$ cat src/tmr_pkg.sv
package tmr_pkg;
  // ==========================================================
  // Control byte layout
  localparam int MODE_HI_BIT = 7;
  localparam int MODE_MID_BIT = 6;
  localparam int MODE_LO_BIT = 5;
  localparam int RUN_BIT = 4;
  localparam int PEND_BIT = 3;
  localparam int IRQ_EN_BIT = 2;
  // ==========================================================
  // Mode codes
  localparam logic [2:0] MODE_EVT_POS = 3'h0;
  localparam logic [2:0] MODE_EVT_NEG = 3'h1;
  localparam logic [2:0] MODE_CAP_POS = 3'h2;
  localparam logic [2:0] MODE_CAP_NEG = 3'h3;
  localparam logic [2:0] MODE_PWM_NOTOG = 3'h4;
  localparam logic [2:0] MODE_PWM_TOG = 3'h5;
  // ==========================================================
  // Reset values
  localparam logic [15:0] COUNT_RST = 16'hffff;
  localparam logic [15:0] RELOAD_RST = 16'h0000;
  localparam logic [15:0] COUNT_ZERO = 16'h0000;
  localparam logic [2:0] MODE_RST = 3'h0;
  localparam int SYNC_STAGES = 2;
endpackage

$ cat src/tmr_edge_if.sv
`timescale 1ns/10ps
// ==========================================================
// Synchronised pin level and its edges
interface tmr_edge_if;
  logic level;
  logic rise;
  logic fall;
  modport src (output level, output rise, output fall);
  modport dst (input level, input rise, input fall);
endinterface

$ cat src/tmr_timer.sv
`timescale 1ns/10ps
// What this block does
// PWM mode decrements each clock, reloads from reload register on underflow
// Toggle PWM inverts pin each underflow; non-toggle leaves pin alone
// Reload underflow sets pending; interrupt needs local and global enables
// With toggling, underflow interrupt coincides with pin transition
// Event mode counts selected pin edges and reloads on underflow
// Mode 000 counts rising edges, 001 falling; underflow interrupts
// Source holds pulses one cycle, edges at most half clock rate
// Event count reaches zero then underflows on the next event
// Mode 101 is PWM with toggle, 100 without; clocked counting
// Capture mode counts clocks; selected edge copies count to capture register
// Mode 010 captures rising, 011 falling; low bit picks edge
// Capture mode interrupts on capture or underflow when enabled
// In capture mode run bit flags underflow, pending flags capture
// Capture mode counts always; stops after leaving mode and clearing run
// Capture edge bit changes live without disturbing the count
// Run bit starts and stops PWM and event counting
// Software makes the pin an output and presets it before PWM
// Software alternates reload value each underflow for asymmetric PWM
// Pending flag stays set until software clear or reset
// Underflow is the step from 0x0000 to 0xFFFF
// Reset sets counter to FFFF and reload register to 0000
// Control byte: mode 7..5, run 4, pending 3, enable 2, 1..0 reserved
// Pin input synchronised, edges found by comparing successive samples
// Coincident capture and underflow captures pre-underflow value, sets both flags
module tmr_timer (
  input wire logic clock,
  input wire logic rst_n,
  input wire logic ctrl_we,
  input wire logic [7:0] ctrl_wdata,
  input wire logic count_we,
  input wire logic [15:0] count_wdata,
  input wire logic reload_we,
  input wire logic [15:0] reload_wdata,
  input wire logic global_irq_en,
  input wire logic pin_in,
  input wire logic pin_preset,
  input wire logic pin_preset_we,
  output logic [7:0] ctrl_rdata,
  output logic [15:0] count_rdata,
  output logic [15:0] reload_rdata,
  output logic pin_out,
  output logic irq_req
);
  // ==========================================================
  // State
  logic [2:0] mode_r;
  logic run_r;
  logic pend_r;
  logic irq_en_r;
  logic [15:0] count_r;
  logic [15:0] reload_capture_reg_r;
  logic pin_r;
  tmr_edge_if edges ();

  tmr_edge_det u_edge (
    .clock(clock),
    .rst_n(rst_n),
    .pin_in(pin_in),
    .edges(edges)
  );

  // ==========================================================
  // Mode decode
  logic is_cap;
  logic is_pwm;
  logic is_evt;
  logic sel_edge;
  logic step;
  logic underflow;
  logic capture;
  assign is_cap = (mode_r == tmr_pkg::MODE_CAP_POS) || (mode_r == tmr_pkg::MODE_CAP_NEG);
  // PWM mode decode
  assign is_pwm = (mode_r == tmr_pkg::MODE_PWM_TOG) || (mode_r == tmr_pkg::MODE_PWM_NOTOG);
  assign is_evt = (mode_r == tmr_pkg::MODE_EVT_POS) || (mode_r == tmr_pkg::MODE_EVT_NEG);
  // edge select by low mode bit, read live
  assign sel_edge = mode_r[0] ? edges.fall : edges.rise;
  // counting source
  assign step = is_cap | (is_pwm & run_r) | (is_evt & run_r & sel_edge);
  // underflow detect
  assign underflow = step && (count_r == tmr_pkg::COUNT_ZERO);
  assign capture = is_cap & sel_edge;

  // Control fields
  always_ff @(posedge clock) begin
    if (!rst_n) begin
      mode_r <= tmr_pkg::MODE_RST;
      irq_en_r <= 1'b0;
    end else if (ctrl_we) begin
      mode_r <= ctrl_wdata[tmr_pkg::MODE_HI_BIT:tmr_pkg::MODE_LO_BIT];
      irq_en_r <= ctrl_wdata[tmr_pkg::IRQ_EN_BIT];
    end
  end

  // run bit doubles as underflow flag in capture mode; set wins
  always_ff @(posedge clock) begin
    if (!rst_n) begin
      run_r <= 1'b0;
    end else if (is_cap && underflow) begin
      run_r <= 1'b1;
    end else if (ctrl_we) begin
      run_r <= ctrl_wdata[tmr_pkg::RUN_BIT];
    end
  end

  // pending flag; hardware set beats software clear
  always_ff @(posedge clock) begin
    if (!rst_n) begin
      pend_r <= 1'b0;
    end else if ((is_cap && capture) || (!is_cap && underflow)) begin
      pend_r <= 1'b1;
    end else if (ctrl_we) begin
      pend_r <= ctrl_wdata[tmr_pkg::PEND_BIT];
    end
  end

  // counter with reload on underflow
  always_ff @(posedge clock) begin
    if (!rst_n) begin
      count_r <= tmr_pkg::COUNT_RST;
    end else if (count_we) begin
      count_r <= count_wdata;
    end else if (underflow && !is_cap) begin
      count_r <= reload_capture_reg_r;
    end else if (step) begin
      count_r <= count_r - 16'h0001;
    end
  end

  // reload/capture register; capture takes pre-step value
  always_ff @(posedge clock) begin
    if (!rst_n) begin
      reload_capture_reg_r <= tmr_pkg::RELOAD_RST;
    end else if (capture) begin
      reload_capture_reg_r <= count_r;
    end else if (reload_we) begin
      reload_capture_reg_r <= reload_wdata;
    end
  end

  // pin toggles with the underflow that raises pending
  always_ff @(posedge clock) begin
    if (!rst_n) begin
      pin_r <= 1'b0;
    end else if (underflow && mode_r == tmr_pkg::MODE_PWM_TOG) begin
      pin_r <= ~pin_r;
    end else if (pin_preset_we) begin
      pin_r <= pin_preset;
    end
  end

  // interrupt on capture or underflow
  tmr_irq_gate u_irq (
    .clock(clock),
    .rst_n(rst_n),
    .pend_a(pend_r),
    .pend_b(is_cap & run_r),
    .irq_en(irq_en_r),
    .global_en(global_irq_en),
    .irq_req(irq_req)
  );

  // readback registers
  always_ff @(posedge clock) begin
    if (!rst_n) begin
      ctrl_rdata <= 8'h00;
      count_rdata <= tmr_pkg::COUNT_RST;
      reload_rdata <= tmr_pkg::RELOAD_RST;
      pin_out <= 1'b0;
    end else begin
      ctrl_rdata <= {mode_r, run_r, pend_r, irq_en_r, 2'b00};
      count_rdata <= count_r;
      reload_rdata <= reload_capture_reg_r;
      pin_out <= pin_r;
    end
  end

  // ==========================================================
  // Checks
  // reload on underflow
  a_reload_on_uf: assert property (@(posedge clock) disable iff (!rst_n)
    (underflow && !is_cap && !count_we) |=> count_r == $past(reload_capture_reg_r))
    else $error("no reload on underflow");
  // toggle
  a_pin_toggle: assert property (@(posedge clock) disable iff (!rst_n)
    (underflow && mode_r == tmr_pkg::MODE_PWM_TOG) |=> pin_r != $past(pin_r))
    else $error("pin did not toggle");
  // no toggle
  a_pin_hold: assert property (@(posedge clock) disable iff (!rst_n)
    (mode_r == tmr_pkg::MODE_PWM_NOTOG && !pin_preset_we) |=> $stable(pin_r))
    else $error("pin moved without toggle");
  // pending set
  a_pend_set: assert property (@(posedge clock) disable iff (!rst_n)
    (underflow && !is_cap) |=> pend_r)
    else $error("pending not set");
  // irq gating
  a_irq_gate: assert property (@(posedge clock) disable iff (!rst_n)
    irq_req |-> $past(irq_en_r) && $past(global_irq_en))
    else $error("irq without enables");
  // stopped
  a_stop_hold: assert property (@(posedge clock) disable iff (!rst_n)
    (!is_cap && !run_r && !count_we) |=> count_r == $past(count_r))
    else $error("counter moved while stopped");
  // capture
  a_capture_val: assert property (@(posedge clock) disable iff (!rst_n)
    capture |=> reload_capture_reg_r == $past(count_r))
    else $error("capture value wrong");
  // underflow flag
  a_cap_uf_flag: assert property (@(posedge clock) disable iff (!rst_n)
    (is_cap && underflow) |=> run_r)
    else $error("underflow flag not set");
  // free run
  a_cap_run: assert property (@(posedge clock) disable iff (!rst_n)
    (is_cap && !count_we) |=> count_r == $past(count_r) - 16'h0001)
    else $error("capture mode not counting");
  c_pwm_uf: cover property (@(posedge clock) underflow && is_pwm);
  c_evt_uf: cover property (@(posedge clock) underflow && is_evt);
  c_cap_both: cover property (@(posedge clock) capture && underflow);
endmodule

$ cat src/tmr_edge_det.sv
`timescale 1ns/10ps
// ==========================================================
// Two-stage synchroniser and edge detector for the timer pin
module tmr_edge_det (
  input wire logic clock,
  input wire logic rst_n,
  input wire logic pin_in,
  tmr_edge_if.src edges
);
  logic sync1_r;
  logic sync2_r;
  logic prev_r;

  // sync and compare
  always_ff @(posedge clock) begin
    if (!rst_n) begin
      sync1_r <= 1'b0;
      sync2_r <= 1'b0;
      prev_r <= 1'b0;
    end else begin
      sync1_r <= pin_in;
      sync2_r <= sync1_r;
      prev_r <= sync2_r;
    end
  end

  // Edges from successive synchronised samples
  assign edges.level = sync2_r;
  assign edges.rise = sync2_r & ~prev_r;
  assign edges.fall = ~sync2_r & prev_r;
endmodule

$ cat src/tmr_irq_gate.sv
`timescale 1ns/10ps
// ==========================================================
// Interrupt request gating, registered
module tmr_irq_gate (
  input wire logic clock,
  input wire logic rst_n,
  input wire logic pend_a,
  input wire logic pend_b,
  input wire logic irq_en,
  input wire logic global_en,
  output logic irq_req
);
  // enable gating
  always_ff @(posedge clock) begin
    if (!rst_n) begin
      irq_req <= 1'b0;
    end else begin
      irq_req <= (pend_a | pend_b) & irq_en & global_en;
    end
  end
endmodule

$ cat config.mk
export PLATFORM = sky130hd
export DESIGN_NAME = tmr_timer
export DESIGN_NICKNAME = d
export VERILOG_FILES = /design/src/tmr_pkg.sv /design/src/tmr_edge_if.sv /design/src/tmr_timer.sv /design/src/tmr_edge_det.sv /design/src/tmr_irq_gate.sv
export SDC_FILE = /design/constraint.sdc
export NUM_CORES = 1
export LEC_CHECK = 0
export ABC_CLOCK_PERIOD_IN_PS = 3700
export BUFFER_PORTS_ARGS = -buffer_cell sky130_fd_sc_hd__buf_2
export CAP_MARGIN = 20
export CORE_ASPECT_RATIO = 1.25
export CORE_MARGIN = 3
export CORE_UTILIZATION = 28
export DETAILED_ROUTE_END_ITERATION = 7
export GPL_TIMING_DRIVEN = 0
export SYNTH_ARGS = -nofsm -noshare
export SYNTH_HDL_FRONTEND = slang
export SYNTH_SLANG_ARGS = --single-unit
$ cat constraint.sdc
create_clock -name clock -period 3.7 [get_ports clock]
set_input_delay 0.185 -clock clock [delete_from_list [all_inputs] [get_ports clock]]
set_output_delay 0.185 -clock clock [all_outputs]
set_load 0.1 [all_outputs]
==> reports/qor.yml <==
outcome: "finished, final reports clean"
grt-ovfl-total: 0
drtAntennaViolNets: 0
ir_worst_vdd_v: 0.000236
drv_slew: 0
dpl_cell_area_um2: 3980
crit_arrival_ns: 3.13
cts_inserted_buffers: 9
finalNonFillerCells: 614
worst-path-max-fanout: 10
io_pins: 91
grt_max_degree: 15
worstPathCellList: "inv_1 > ha_1 > or3b_1 > buf_2 > or4_4 > or3_1 > buf_2 > buf_6 > o211ai_1 > nand4_1"
fillers: 1267
hold_slack_ns: 0.0675
setup_viol_count_final: 0
hpwl_mm: 7.44
htree_levels: 3
synth_common_cells: "dfxtp_1 (82), and2_1 (26), nor2_1 (26)"
insertion_delay_ns: 0.33
reg2reg_from: "count_r[0]"
crit_start: "count_r[0]"
start_kind: "register"
antenna_found_initial: 0
drtPass1Iterations: 4
hold_path_class: "input pin to register"
clock_path_buffers: 2
cts_hold_buf: 0
grt_pass1_vias: 2931
min-delay-start: "pin_in"
cts.clk_slew.worst_paths_ns: 0.06
die_area_um2: 13400
drtIter0Drc: 74
synth.most_common_cell: "dfxtp_1"
grt_pass1_wl_mm: 14.9
fin_util: 0.366
min_period_ns: 2.94
path_class: "register to register"
fmax_mhz: 341
finClkSkew_ns: 0.00837
synth_flop_cell: "dfxtp_1"
finalHoldViolations: 0
cts_tree: "yes"
ys_seq_elements: 82
netlist_area_um2: 3360
synth-async-reset-ratio: 0
vias: 2927
critPathSlowestCell: "or4_4"
post_cts_buffers: 0
coreArea_um2: 11700
p_per_area_nw_per_um2: 512
worst_pin_slew_ns: 0.917
fin_nets: 498
netlist_instances: 353
yosysUniqueCellTypes: 45
crit_required_ns: 3.89
synth_enable_flop_cells: 0
period_share: 0.793
grt_use_total: 0.142
drive_gt1_frac: 0.238
dpl.cell_count: 598
fin_setup_tns_ns: 0
wl_mm: 9.62
regArea_um2: 1640
yosys.area.top_type_share: 0.488
yosysSeqAreaShare: 0.488
die_h_um: 129
cp_common_cell: "buf_2"
end_kind: "register"
synth_warnings: 0
leakage_nw: 1.75
syn_avg_cell_area_um2: 9.53
via_per_inst: 4.77
critPathMaxStageDelay_ns: 0.54
die_w_um: 104
start_util: 0.288
postLayoutCellArea_um2: 4270
rows: 44
synth_top_cell_by_area: "dfxtp_1"
multiInputGateArea_um2: 1560
rsz0062_at_grt: "false"
drv_cap: 0
max_slew_margin: 0.384
cts-root-buf: "clkbuf_16"
portBuffers: 83
ys_top_cells_by_area: "dfxtp_1 (49%), mux2i_1 (6.8%), and2_1 (4.8%), a211oi_1 (4.7%), nand3b_1 (3.6%)"
cts_resized: 0
diodes: 0
place.gp.congestion: 0.823
avgRoutedWirePerCell_um: 15.7
drc: 0
area_growth_pct: 27.0
cts.sinks: 82
power by group:
part / internal [mW] / total, mW / switching [mW]
sequential: 0.937 / 0.983 / 0.0452
clock: 0.492 / 0.846 / 0.354
combinational: 0.0989 / 0.360 / 0.262
area by class of cell:
class	count	share of cell area
flip-flops and latches	82	0.384
multi-input cells	236	0.366
repair buffers	83	0.0972
clock buffers	11	0.0592
well taps	161	0.0471
plain buffers	30	0.0325
clock inverters	5	0.00849
inverters	6	0.00527
per-stage QoR:
step | setup WS (ns) | total power [mW]
final | 0.764 | 2.19
after global routing | 0.655 | 2.27
after CTS | 0.783 | 2.21
after detailed placement | 0.811 | 1.36
after global placement | 0.799 | 1.36
after floorplan | 1.07 | 1.27
per-layer routing:
layer	wire length [µm]	global-route usage
met1	3910	0.160
met2	5030	0.262
met3	472	0.0371
met4	211	0.0485
met5	0	0
cell usage in the layout, fill, tap and decap left out, types with 2 or more instances in the layout:
master      Yosys  final
a211o_1         2      2
dfxtp_1        82     82
nor3_1          8      8
o21a_1          3      3
or3_1           4      4
o21ai_1         3      3
o311ai_0        2      2
o211ai_1        8      8
inv_1           5      5
or4_4           2      2
nand4_1         8      8
o21ai_0         2      2
xnor2_1         7      7
nor4_1          7      7
clkinvlp_4      0      3
nand2b_1       13     13
clkbuf_8        0      2
buf_2           3     86
conb_1          1      2
nand3b_1       16     16
buf_6           2      2
clkbuf_16       0      9
clkbuf_1       20     20
and2_1         26     26
buf_1           3      3
nor2b_1         2      2
nand4b_1        5      5
or4_1           4      4
nand2_1        22     22
a211oi_1       21     21
mux2i_1        23     23
buf_4           2      2
xor2_1          2      2
o31ai_1         3      3
nor2_1         26     26
a21oi_1         4      4
logic make-up after synthesis:
kind of cell / after synthesis / synth area share
AOI/OAI and AO/OA: 53 / 0.114
and+or+nand+nor: 148 / 0.253
xor gates and xnor gates: 9 / 0.0234
adders and majority gates: 1 / 0.00372
muxes: 23 / 0.0685
buffers and inverters: 36 / 0.0480
DFF: 82 / 0.488
other: 1 / 0.00112
path summary, 6_finish.rpt:
kind | to | slack (ns) | depth (start not counted)
worst max-delay path | count_r[11] | 0.76 | 10
worst min-delay path | u_edge.sync1_r | 0.07 | 2
worst max register to register | count_r[11] | 0.76 | 10
worst min register to register | u_edge.edges.level | 0.43 | 1
critical path, delay by kind of cell, from the launching register on:
| kind | cells | cell delay (ns) |
|---|---|---|
| flip-flops | 1 | 0.37 |
| AND/OR/NAND/NOR | 4 | 1.37 |
| buffers and inverters | 4 | 0.61 |
| adder cells (fa/ha/maj) | 1 | 0.19 |
| AO/OA/AOI/OAI | 1 | 0.24 |
flip-flops by register name, indices dropped and copies added (netlist names), 3 cells and up:
| name | cells |
|---|---|
| count_r | 16 |
| count_rdata | 16 |
| reload_capture_reg_r | 16 |
| reload_rdata | 16 |
| ctrl_rdata | 6 |
| mode_r | 3 |
Power figures use the tool's default switching activity.
